**src/rtl/e1fcc_pkg.sv**
```systemverilog
// package: register map, field layout and constants of the control bank
package e1fcc_pkg;
  localparam int unsigned ADDR_W = 8;
  localparam int unsigned DATA_W = 8;
  localparam int unsigned CHAN_W = 5;
  localparam int unsigned NCHAN  = 32;
  localparam int unsigned LOSS_W = 12;

  // register offsets
  localparam logic [ADDR_W-1:0] SIG_STORE_OPT_ADDR  = 8'h1b;
  localparam logic [ADDR_W-1:0] LB_TX_MON_SEL_ADDR  = 8'ha8;
  localparam logic [ADDR_W-1:0] ALGN_RX_MON_SEL_ADDR = 8'haa;

  // writable-bit masks, unassigned bits held at zero
  localparam logic [DATA_W-1:0] SIG_STORE_OPT_MASK  = 8'hef;
  localparam logic [DATA_W-1:0] LB_TX_MON_SEL_MASK  = 8'h9f;
  localparam logic [DATA_W-1:0] ALGN_RX_MON_SEL_MASK = 8'h7f;
  localparam logic [DATA_W-1:0] REG_RESET           = 8'h00;

  // field positions, signaling_store_option_control
  localparam int unsigned TX_STORE_EN_BIT   = 7;
  localparam int unsigned BLK_TBL_FSEL_BIT  = 6;
  localparam int unsigned IDLE_TBL_FSEL_BIT = 5;
  localparam int unsigned RX_REINS_EN_BIT   = 3;
  localparam int unsigned TX_HW_SIG_EN_BIT  = 2;
  localparam int unsigned TX_BP_CLK_SEL_BIT = 1;
  localparam int unsigned LOSS_ALT_BIT      = 0;
  // loopback_tx_monitor_select
  localparam int unsigned REMOTE_LB_BIT     = 7;
  // store_align_rx_monitor_select
  localparam int unsigned RX_ALIGN_BIT      = 6;
  localparam int unsigned TX_ALIGN_BIT      = 5;
  localparam int unsigned CHAN_SEL_MSB      = 4;
  localparam int unsigned CHAN_SEL_LSB      = 0;

  // carrier loss thresholds in consecutive zeros, then counter clear and step values
  localparam logic [LOSS_W-1:0] LOSS_ZEROS_NORMAL = 12'h0ff;
  localparam logic [LOSS_W-1:0] LOSS_ZEROS_ALT    = 12'h800;
  localparam logic [LOSS_W-1:0] LOSS_ZERO         = 12'h000;
  localparam logic [LOSS_W-1:0] LOSS_ONE          = 12'h001;

  typedef enum logic [1:0]
  {
    ALGN_IDLE = 2'b00,
    ALGN_WAIT = 2'b01,
    ALGN_FIRE = 2'b10
  } e1fcc_algn_e;

  typedef struct packed
  {
    logic tx_store_enable;
    logic block_table_function_select;
    logic idle_table_function_select;
    logic rx_reinsertion_enable;
    logic tx_hw_signaling_enable;
    logic tx_backplane_clock_select;
    logic carrier_loss_alternate_criteria;
    logic remote_loopback_enable;
  } e1fcc_ctrl_s;

  typedef struct packed
  {
    logic rx_align;
    logic tx_align;
  } e1fcc_align_s;
endpackage

```
**src/rtl/e1fcc_top.sv**
```systemverilog
// common control bank: registers, monitor decode, align, carrier loss
`timescale 1ns/1ns
module e1fcc_top
(
  input  wire logic                         i_clk,
  input  wire logic                         i_rstn,
  input  wire logic [e1fcc_pkg::ADDR_W-1:0] i_addr,
  input  wire logic [e1fcc_pkg::DATA_W-1:0] i_wdata,
  input  wire logic                         i_wr,
  input  wire logic                         i_rd,
  input  wire logic                         i_rx_bp_tick,
  input  wire logic                         i_tx_bp_tick,
  input  wire logic                         i_rx_sep_ok,
  input  wire logic                         i_tx_sep_ok,
  input  wire logic                         i_rx_bit_valid,
  input  wire logic                         i_rx_bit,
  output logic [e1fcc_pkg::DATA_W-1:0]      o_rdata,
  output e1fcc_pkg::e1fcc_ctrl_s            o_ctrl,
  output logic [e1fcc_pkg::NCHAN-1:0]       o_tx_monitor_sel,
  output logic [e1fcc_pkg::NCHAN-1:0]       o_rx_monitor_sel,
  output e1fcc_pkg::e1fcc_align_s           o_align,
  output logic                              o_carrier_loss_alarm
);

  logic [e1fcc_pkg::DATA_W-1:0] sso_q;
  logic [e1fcc_pkg::DATA_W-1:0] ltm_q;
  logic [e1fcc_pkg::DATA_W-1:0] arm_q;
  logic                         wr_sso;
  logic                         wr_ltm;
  logic                         wr_arm;
  logic [e1fcc_pkg::DATA_W-1:0] rd_d;
  logic                         rx_rise;
  logic                         tx_rise;
  e1fcc_pkg::e1fcc_algn_e       rx_st_q;
  e1fcc_pkg::e1fcc_algn_e       tx_st_q;
  logic [e1fcc_pkg::LOSS_W-1:0] zcnt_q;
  logic [e1fcc_pkg::LOSS_W-1:0] zcnt_d;
  logic [e1fcc_pkg::LOSS_W-1:0] thr;

  // one-hot channel decode
  function automatic logic [e1fcc_pkg::NCHAN-1:0] chan_dec
  (
    input logic [e1fcc_pkg::CHAN_W-1:0] sel
  );
    chan_dec = '0;
    chan_dec[sel] = 1'b1;
  endfunction

  // address decode
  always_comb
  begin
    wr_sso = 1'b0;
    wr_ltm = 1'b0;
    wr_arm = 1'b0;
    if (i_addr == e1fcc_pkg::SIG_STORE_OPT_ADDR)
    begin
      wr_sso = i_wr;
    end
    else if (i_addr == e1fcc_pkg::LB_TX_MON_SEL_ADDR)
    begin
      wr_ltm = i_wr;
    end
    else if (i_addr == e1fcc_pkg::ALGN_RX_MON_SEL_ADDR)
    begin
      wr_arm = i_wr;
    end
  end

  // register storage, unassigned bits forced to zero
  always_ff @(posedge i_clk)
  begin
    if (!i_rstn)
    begin
      sso_q <= e1fcc_pkg::REG_RESET;
      ltm_q <= e1fcc_pkg::REG_RESET;
      arm_q <= e1fcc_pkg::REG_RESET;
    end
    else
    begin
      if (wr_sso)
      begin
        sso_q <= i_wdata & e1fcc_pkg::SIG_STORE_OPT_MASK;
      end
      if (wr_ltm)
      begin
        ltm_q <= i_wdata & e1fcc_pkg::LB_TX_MON_SEL_MASK;
      end
      if (wr_arm)
      begin
        arm_q <= i_wdata & e1fcc_pkg::ALGN_RX_MON_SEL_MASK;
      end
    end
  end

  // read mux, unmapped reads zero
  always_comb
  begin
    rd_d = e1fcc_pkg::REG_RESET;
    if (i_addr == e1fcc_pkg::SIG_STORE_OPT_ADDR)
    begin
      rd_d = sso_q;
    end
    else if (i_addr == e1fcc_pkg::LB_TX_MON_SEL_ADDR)
    begin
      rd_d = ltm_q;
    end
    else if (i_addr == e1fcc_pkg::ALGN_RX_MON_SEL_ADDR)
    begin
      rd_d = arm_q;
    end
  end

  always_ff @(posedge i_clk)
  begin
    if (!i_rstn)
    begin
      o_rdata <= e1fcc_pkg::REG_RESET;
    end
    else if (i_rd)
    begin
      o_rdata <= rd_d;
    end
  end

  // control outputs, registered from write data
  always_ff @(posedge i_clk)
  begin
    if (!i_rstn)
    begin
      o_ctrl <= '0;
    end
    else
    begin
      if (wr_sso)
      begin
        o_ctrl.tx_store_enable <=
          i_wdata[e1fcc_pkg::TX_STORE_EN_BIT];
        o_ctrl.block_table_function_select <=
          i_wdata[e1fcc_pkg::BLK_TBL_FSEL_BIT];
        o_ctrl.idle_table_function_select <=
          i_wdata[e1fcc_pkg::IDLE_TBL_FSEL_BIT];
        o_ctrl.rx_reinsertion_enable <=
          i_wdata[e1fcc_pkg::RX_REINS_EN_BIT];
        o_ctrl.tx_hw_signaling_enable <=
          i_wdata[e1fcc_pkg::TX_HW_SIG_EN_BIT];
        o_ctrl.tx_backplane_clock_select <=
          i_wdata[e1fcc_pkg::TX_BP_CLK_SEL_BIT];
        o_ctrl.carrier_loss_alternate_criteria <=
          i_wdata[e1fcc_pkg::LOSS_ALT_BIT];
      end
      if (wr_ltm)
      begin
        o_ctrl.remote_loopback_enable <=
          i_wdata[e1fcc_pkg::REMOTE_LB_BIT];
      end
    end
  end

  // channel monitor decode
  always_ff @(posedge i_clk)
  begin
    if (!i_rstn)
    begin
      o_tx_monitor_sel <= chan_dec('0);
      o_rx_monitor_sel <= chan_dec('0);
    end
    else
    begin
      if (wr_ltm)
      begin
        o_tx_monitor_sel <= chan_dec(i_wdata[e1fcc_pkg::CHAN_SEL_MSB:
          e1fcc_pkg::CHAN_SEL_LSB]);
      end
      if (wr_arm)
      begin
        o_rx_monitor_sel <= chan_dec(i_wdata[e1fcc_pkg::CHAN_SEL_MSB:
          e1fcc_pkg::CHAN_SEL_LSB]);
      end
    end
  end

  // zero-to-one detection on align bits
  assign rx_rise = wr_arm && i_wdata[e1fcc_pkg::RX_ALIGN_BIT]
                   && !arm_q[e1fcc_pkg::RX_ALIGN_BIT];
  assign tx_rise = wr_arm && i_wdata[e1fcc_pkg::TX_ALIGN_BIT]
                   && !arm_q[e1fcc_pkg::TX_ALIGN_BIT];

  // receive align: wait for backplane tick, fire only if too close
  always_ff @(posedge i_clk)
  begin
    if (!i_rstn)
    begin
      rx_st_q <= e1fcc_pkg::ALGN_IDLE;
    end
    else
    begin
      case (rx_st_q)
        e1fcc_pkg::ALGN_IDLE:
        begin
          if (rx_rise)
          begin
            rx_st_q <= e1fcc_pkg::ALGN_WAIT;
          end
        end
        e1fcc_pkg::ALGN_WAIT:
        begin
          if (i_rx_bp_tick && !i_rx_sep_ok)
          begin
            rx_st_q <= e1fcc_pkg::ALGN_FIRE;
          end
          else if (i_rx_bp_tick && !rx_rise)
          begin
            rx_st_q <= e1fcc_pkg::ALGN_IDLE;
          end
        end
        default:
        begin
          rx_st_q <= rx_rise ? e1fcc_pkg::ALGN_WAIT : e1fcc_pkg::ALGN_IDLE;
        end
      endcase
    end
  end

  // transmit align, same scheme on transmit tick
  always_ff @(posedge i_clk)
  begin
    if (!i_rstn)
    begin
      tx_st_q <= e1fcc_pkg::ALGN_IDLE;
    end
    else
    begin
      case (tx_st_q)
        e1fcc_pkg::ALGN_IDLE:
        begin
          if (tx_rise)
          begin
            tx_st_q <= e1fcc_pkg::ALGN_WAIT;
          end
        end
        e1fcc_pkg::ALGN_WAIT:
        begin
          if (i_tx_bp_tick && !i_tx_sep_ok)
          begin
            tx_st_q <= e1fcc_pkg::ALGN_FIRE;
          end
          else if (i_tx_bp_tick && !tx_rise)
          begin
            tx_st_q <= e1fcc_pkg::ALGN_IDLE;
          end
        end
        default:
        begin
          tx_st_q <= tx_rise ? e1fcc_pkg::ALGN_WAIT : e1fcc_pkg::ALGN_IDLE;
        end
      endcase
    end
  end

  // one-cycle realign pulses to the stores
  always_ff @(posedge i_clk)
  begin
    if (!i_rstn)
    begin
      o_align <= '0;
    end
    else
    begin
      o_align.rx_align <= (rx_st_q == e1fcc_pkg::ALGN_WAIT)
                          && i_rx_bp_tick && !i_rx_sep_ok;
      o_align.tx_align <= (tx_st_q == e1fcc_pkg::ALGN_WAIT)
                          && i_tx_bp_tick && !i_tx_sep_ok;
    end
  end

  // consecutive-zero counter, saturating at the longer threshold
  assign thr = sso_q[e1fcc_pkg::LOSS_ALT_BIT] ? e1fcc_pkg::LOSS_ZEROS_ALT
               : e1fcc_pkg::LOSS_ZEROS_NORMAL;

  always_comb
  begin
    zcnt_d = zcnt_q;
    if (i_rx_bit_valid && i_rx_bit)
    begin
      zcnt_d = e1fcc_pkg::LOSS_ZERO;
    end
    else if (i_rx_bit_valid && zcnt_q != e1fcc_pkg::LOSS_ZEROS_ALT)
    begin
      zcnt_d = zcnt_q + e1fcc_pkg::LOSS_ONE;
    end
  end

  always_ff @(posedge i_clk)
  begin
    if (!i_rstn)
    begin
      zcnt_q               <= e1fcc_pkg::LOSS_ZERO;
      o_carrier_loss_alarm <= 1'b0;
    end
    else
    begin
      zcnt_q               <= zcnt_d;
      o_carrier_loss_alarm <= (zcnt_d >= thr);
    end
  end
endmodule

```
**config.mk**
```make
export PLATFORM = sky130hd
export DESIGN_NAME = e1fcc_top
export DESIGN_NICKNAME = d
export VERILOG_FILES = /design/src/rtl/e1fcc_pkg.sv /design/src/rtl/e1fcc_top.sv
export SDC_FILE = /design/constraint.sdc
export NUM_CORES = 1
export LEC_CHECK = 0
export ABC_AREA = 1
export BUFFER_PORTS_ARGS = -buffer_cell sky130_fd_sc_hd__buf_4
export CAP_MARGIN = 5
export CORE_MARGIN = 5
export CORE_UTILIZATION = 55
export CTS_BUF_LIST = sky130_fd_sc_hd__clkbuf_8
export DETAILED_ROUTE_END_ITERATION = 8
export PLACE_DENSITY_LB_ADDON = 0.15
export SLEW_MARGIN = 20
export SYNTH_ARGS = -nofsm -noshare
export SYNTH_HDL_FRONTEND = slang
export SYNTH_SLANG_ARGS = --single-unit
```
**constraint.sdc**
```tcl
create_clock -name i_clk -period 4.6 [get_ports i_clk]
set_input_delay 0.92 -clock i_clk [delete_from_list [all_inputs] [get_ports i_clk]]
set_output_delay 0.92 -clock i_clk [all_outputs]
set_load 0.02 [all_outputs]
```
==> impl_metrics.env, run 1 <==
export IMPL_status="complete, no violations"
export IMPL_clockBufferDepth=2
export IMPL_drt_iter0_drc=272
export IMPL_core_um2=8810
export IMPL_grt_pass1_vias=4773
export IMPL_leakage_uw=0.00252
export IMPL_synth_edf_count=0
export IMPL_synthAdderAreaFrac_pct=2.74
export IMPL_max_freq_mhz=378
export IMPL_start_util_pct=57.0
export IMPL_die_area_um2=11100
export IMPL_ant_nets=0
export IMPL_drv_cap=0
export IMPL_synthFlopType="dfxtp_1"
export IMPL_clkPwrFrac_pct=36.4
export IMPL_arrival_ns=2.88
export IMPL_p_sw_share_pct=25.3
export IMPL_io_buffers=108
export IMPL_io_pin_count=109
export IMPL_path_clk_slew_ns=0.11
export IMPL_layout_commonest_cell="nand2_1"
export IMPL_viasPerCell=5.54
export IMPL_slew_violations=0
export IMPL_grt_max_degree=62
export IMPL_grt_overflow_total=0
export IMPL_synth_area_per_cell_um2=7.28
export IMPL_fin_nets=806
export IMPL_areaGrowthSynthToFinish_pct=19.3
export IMPL_period_share_pct=57.6
export IMPL_grt_antenna_before_repair=0
export IMPL_grt_total_usage_pct=24.2
export IMPL_cts_root_buf="clkbuf_8"
export IMPL_hold_violations=0
export IMPL_ys_seq_elements=111
export IMPL_cts_max_level=3
export IMPL_seqPwrFrac_pct=57.3
export IMPL_switchingPower_uw=429
export IMPL_synth_cell_types=43
export IMPL_ctsResizeCount=0
export IMPL_fin_crit_ns=2.65
export IMPL_synth_top_family_by_area="simple AND/OR/NAND/NOR gates"
export IMPL_synthArstFlopShare_pct=0
export IMPL_rsz0062_at_grt="no"
export IMPL_routedWlPerCell_um=15.1
export IMPL_hold_buffers=0
export IMPL_peakVddDrop_v=0.000197
export IMPL_synth_compound_area_share_pct=13.0
export IMPL_max_slew_margin_pct=52.3
export IMPL_reg2reg_depth=18
export IMPL_hp_class="reg2reg"
export IMPL_path_max_fanout=10
export IMPL_place_gp_congestion=0.849
export IMPL_dr_pass1_iters=5
export IMPL_die_h_um=106
export IMPL_routed_wl_um=13300
export IMPL_finalSetupTns_ns=0
export IMPL_cts_sinks=111
export IMPL_ys_seq_area_share_pct=44.3
export IMPL_grt_pass1_wl_um=22400
export IMPL_final_cells=882
export IMPL_setup_viol=0
export IMPL_synthMuxAreaShare_pct=0
export IMPL_start_kind="flip-flop"
export IMPL_min_path_cells=2
export IMPL_n_antenna_cell=0
export IMPL_synthSimpleGateAreaFrac_pct=31.3
export IMPL_power_frac_comb_pct=6.2
export IMPL_p_int_uw=1260
export IMPL_syn_area_um2=5020
export IMPL_rows=34
export IMPL_syn_nets=726
export IMPL_vias=4883
export IMPL_drive_gt1_share_pct=20.5
export IMPL_clock_latency_ns=0.37
export IMPL_crit_type="reg2reg"
export IMPL_dieWidth_um=106
export IMPL_hpwl_um=9480
export IMPL_synthCells=689
export IMPL_required_ns=4.83
export IMPL_clock_skew_ns=0.00871
export IMPL_final_cell_mix="nand2_1 (137), dfxtp_1 (111), buf_4 (110), nor2_1 (93), nand3_1 (74)"
export IMPL_power_density_nw_per_um2=283
export IMPL_tritoncts="yes"
export IMPL_post_cts_buffers=0
export IMPL_dp_cells=866
export IMPL_ys_warn_count=0
export IMPL_worst_pin_slew_ns=0.715
export IMPL_end_kind="flip-flop"
export IMPL_cts_made_buffers=9
export IMPL_synthXorXnorAreaFrac_pct=0.175
export IMPL_drc=0
## final cells by class
type / instances / area, um^2
Fill cell: 788 / 2820
Multi-Input combinational cell: 480 / 2370
Sequential cell: 111 / 2220
Timing Repair Buffer: 110 / 826
Inverter: 57 / 220
Tap cell: 108 / 135
Clock buffer: 9 / 124
Clock inverter: 7 / 88.8
## layer usage
metal,vias up,global-route usage [%],share of wire (%)
met1,2272,29.5,41
met2,167,42.3,50
met3,27,6.05,6.7
li1,2417,-,-
met5,-,0,0
met4,0,7.31,2.3
## worst max-delay path, stage by stage, from the launching register on
cell and delay, ns:
dfxtp_1 0.39, inv_1 0.10, ha_1 0.20, nand3_1 0.10, nor2_2 0.06, nand2_4 0.09, nand2_8 0.09, nor2_4 0.13
nand2_1 0.08, nor2_1 0.20, nor3_2 0.09, ha_1 0.32, a21oi_1 0.16, o31a_1 0.19, nand2_1 0.06, nor2_1 0.10
nand2_1 0.05, nand2_1 0.07, a21oi_2 0.05
## power by group through the flow
stage                     Combinational, uW  Sequential (uW)  Clock [uW]
final                                   106              970         616
after global routing                    117              971         670
after CTS                               105              970         628
after detailed placement                105              992           0
after global placement                  102              992           0
after floorplan                        58.2              996           0
## through the flow
step	hold slack (ns)	cell area [um^2]	worst slack [ns]	power [uW]	utilization (%)
2_1_floorplan	0.440	5020	2.12	1050	-
3_3_place_gp	0.448	5770	1.73	1090	65.6
3_5_place_dp	0.455	5770	1.61	1100	65.6
4_1_cts	0.470	5990	1.93	1700	68.0
5_1_grt	0.483	5990	1.72	1760	68.0
6_report	0.466	5990	1.95	1690	68.0
## state kept, by name, summed over array words and instances, names as in the netlist, 5 cells and up
| signal | cells |
|---|---|
| arm_q | 7 |
| ltm_q | 5 |
| o_rdata | 8 |
| o_rx_monitor_sel | 32 |
| o_tx_monitor_sel | 32 |
| sso_q | 6 |
| zcnt_q | 12 |
## synthesized netlist by cell type (all sizes together), types with 7 or more instances
| cell type | n | share of area [%] |
|---|---|---|
| nand3 | 76 | 7.8 |
| dfxtp | 111 | 44 |
| nor3 | 18 | 2.1 |
| o21ai | 36 | 3.6 |
| nor4 | 7 | 1.5 |
| ha | 11 | 2.7 |
| buf | 21 | 2.6 |
| a21oi | 70 | 7.1 |
| inv | 55 | 4.2 |
| nand2 | 141 | 11 |
| clkbuf | 20 | 1.5 |
| nor2 | 99 | 7.8 |
## worst paths after layout
path,startpoint,to,slack (ns)
setup / recovery,zcnt_q[0],o_carrier_loss_alarm,1.95
hold / removal,o_tx_monitor_sel[23],o_tx_monitor_sel[23],0.47
setup reg to reg,zcnt_q[0],o_carrier_loss_alarm,1.95
hold reg to reg,o_tx_monitor_sel[23],o_tx_monitor_sel[23],0.47
## cells by family after synthesis
kind of cell             Yosys count
buffers and inverters             98
AND/OR/NAND/NOR                  347
XOR/XNOR                           1
adder cells (fa/ha/maj)           11
AO/OA/AOI/OAI                    121
flip-flops                       111
Power figures use the tool's default switching activity.
==> run 2, diff against run 1 <==
Settings changed: CORE_UTILIZATION 55 to 51.
Clock period 4.6 ns to 2.2 ns, I/O delays scaled along.
==> run 2 against run 1 <==
Largest power group unchanged. Highest routed layer unchanged. Setup slack got worse by 2.1 ns. Clock power grew 83%. The run now ends with negative setup slack left. Final area rose by 6.8%.
==> impl_metrics.env, run 2 (synthesis gave the netlist of run 1 again) <==
export IMPL_vias=5011
export IMPL_cp_top_family="simple AND/OR/NAND/NOR gates"
export IMPL_clock_skew_ns=0.00553
export IMPL_io_buffers=108
export IMPL_routedWlPerCell_um=14.8
export IMPL_final_cells=949
export IMPL_routed_wl_um=14100
export IMPL_die_area_um2=11900
export IMPL_rsz0062_at_grt="yes"
export IMPL_arrival_ns=2.61
export IMPL_tritoncts="yes"
export IMPL_grtUsageMet2_pct=41.0
export IMPL_final_cell_mix="buf_4 (150), nand2_1 (137), dfxtp_1 (108), nor2_1 (89), nand3_1 (73)"
export IMPL_clock_latency_ns=0.37
export IMPL_layout_commonest_cell="buf_4"
export IMPL_worst_pin_slew_ns=0.641
export IMPL_ant_nets=0
export IMPL_setup_viol=1
export IMPL_cpMaxStageDelayCell="dfxtp_2"
export IMPL_power_density_nw_per_um2=534
export IMPL_end_kind="flip-flop"
export IMPL_crit_type="reg2reg"
export IMPL_start_kind="flip-flop"
export IMPL_timing_final_ws_setup_ns=-0.104
export IMPL_drive_gt1_share_pct=26.5
export IMPL_hold_buffers=0
export IMPL_path_cells="inv_1, ha_4, nand3_4, nor2_4, nand2_4, nand2_8, buf_6, inv_8, nand3_4, o21ai_2, inv_2, nor3_2, ha_2, a21oi_1, o31a_1, nand2_1, nor2_1, nand2_1, nand2_1, a21oi_2"
export IMPL_cts_max_level=3
export IMPL_rows=36
export IMPL_largest_registers="o_rx_monitor_sel: 32 flops, o_tx_monitor_sel: 32 flops, zcnt_q: 12 flops"
export IMPL_min_from="i_rx_sep_ok"
export IMPL_holdWs_ns=0.241
export IMPL_dieWidth_um=109
export IMPL_period_share_pct=105
export IMPL_min_path_cells=2
export IMPL_die_h_um=109
export IMPL_grt_max_degree=48
export IMPL_slew_violations=0
export IMPL_hold_violations=0
export IMPL_n_antenna_cell=0
export IMPL_met3_usage_pct=3.32
export IMPL_max_stage_delay_ns=0.34
export IMPL_peakVddDrop_v=0.000353
export IMPL_areaGrowthSynthToFinish_pct=27.4
export IMPL_grt_busiest_layer="met2"
export IMPL_cts_sinks=111
export IMPL_hp_class="in2reg"
export IMPL_cts_root_buf="clkbuf_8"
export IMPL_fillCellCount=889
export IMPL_cp_startpoint="zcnt_q[1]"
export IMPL_grt_pass1_wl_um=22800
export IMPL_worst_path_buf_inv=4
export IMPL_grt_total_usage_pct=24.1
export IMPL_start_util_pct=51.8
export IMPL_grt_pass1_vias=4738
export IMPL_dr_pass1_iters=6
export IMPL_leakage_uw=0.00273
export IMPL_r2r_start="zcnt_q[1]"
export IMPL_fin_crit_ns=2.30
export IMPL_path_max_fanout=5
export IMPL_hpwl_um=10000
export IMPL_dp_cells=927
export IMPL_violations="negative setup slack"
export IMPL_io_pin_count=109
export IMPL_viasPerCell=5.28
export IMPL_drc=0
export IMPL_required_ns=2.51
export IMPL_drt_iter0_drc=277
export IMPL_finalSetupTns_ns=-0.104
export IMPL_grt_antenna_before_repair=0
export IMPL_core_um2=9680
export IMPL_place_gp_congestion=0.859
export IMPL_clockBufferDepth=2
export IMPL_path_clk_slew_ns=0.10
export IMPL_max_freq_mhz=434
export IMPL_fin_nets=848
export IMPL_use_met1_pct=30.9
export IMPL_crit_top_cell="nand2_1"
export IMPL_drv_cap=0
export IMPL_cts_made_buffers=9
export IMPL_path_depth=20
export IMPL_reg2reg_depth=20
export IMPL_grt_overflow_total=0
export IMPL_status="complete, but fails checks"
export IMPL_max_slew_margin_pct=57.2
[run 2: routing by layer]
layer / vias to the layer above / routed length [um] / part of all wire [%]
met1: 2316 / 6110 / 43
met5: - / 0 / 0
met2: 167 / 6810 / 48
met4: 0 / 321 / 2.3
li1: 2502 / - / -
met3: 26 / 821 / 5.8
[run 2: report_power, final]
group / switching, uW / leakage [uW] / internal, uW
sequential: 6.62 / 0.000897 / 2020
clock: 687 / 0.0000953 / 440
combinational: 169 / 0.00174 / 94.3
[run 2: per-stage QoR]
stage | worst slack, ns | total power [uW] | cell area [um^2] | utilization (%)
floorplan | -0.0327 | 2200 | 5020 | -
global placement | -0.0622 | 2310 | 6090 | 62.9
detailed placement | -0.112 | 2320 | 6090 | 62.9
CTS | -0.123 | 3430 | 6330 | 65.4
global route | -0.262 | 3550 | 6390 | 66.0
finish | -0.104 | 3420 | 6390 | 66.0
[run 2: worst paths after layout]
kind         slack, ns              endpoint
max reg2reg      -0.10  o_carrier_loss_alarm
max              -0.10  o_carrier_loss_alarm
min               0.24            o_align[1]
min reg2reg       0.47              ltm_q[3]
[run 2: repair_timing]
item / 4_1_cts / 5_1_grt
cloned: 0 / 0
pin swaps: 10 / 12
endpoints found under the setup margin: 1 / 1
resized for setup: 5 / 18
setup buffers: 6 / 0
[run 2: cell type report]
cell class	instances	area, um^2	share of cell area, %
clock buffer	10	138	2.15
timing repair buffer	152	1160	18.1
inverter	57	223	3.48
sequential	111	2230	34.8
clock inverter	6	37.5	0.587
tap	133	166	2.60
multi-input combinational	480	2450	38.3
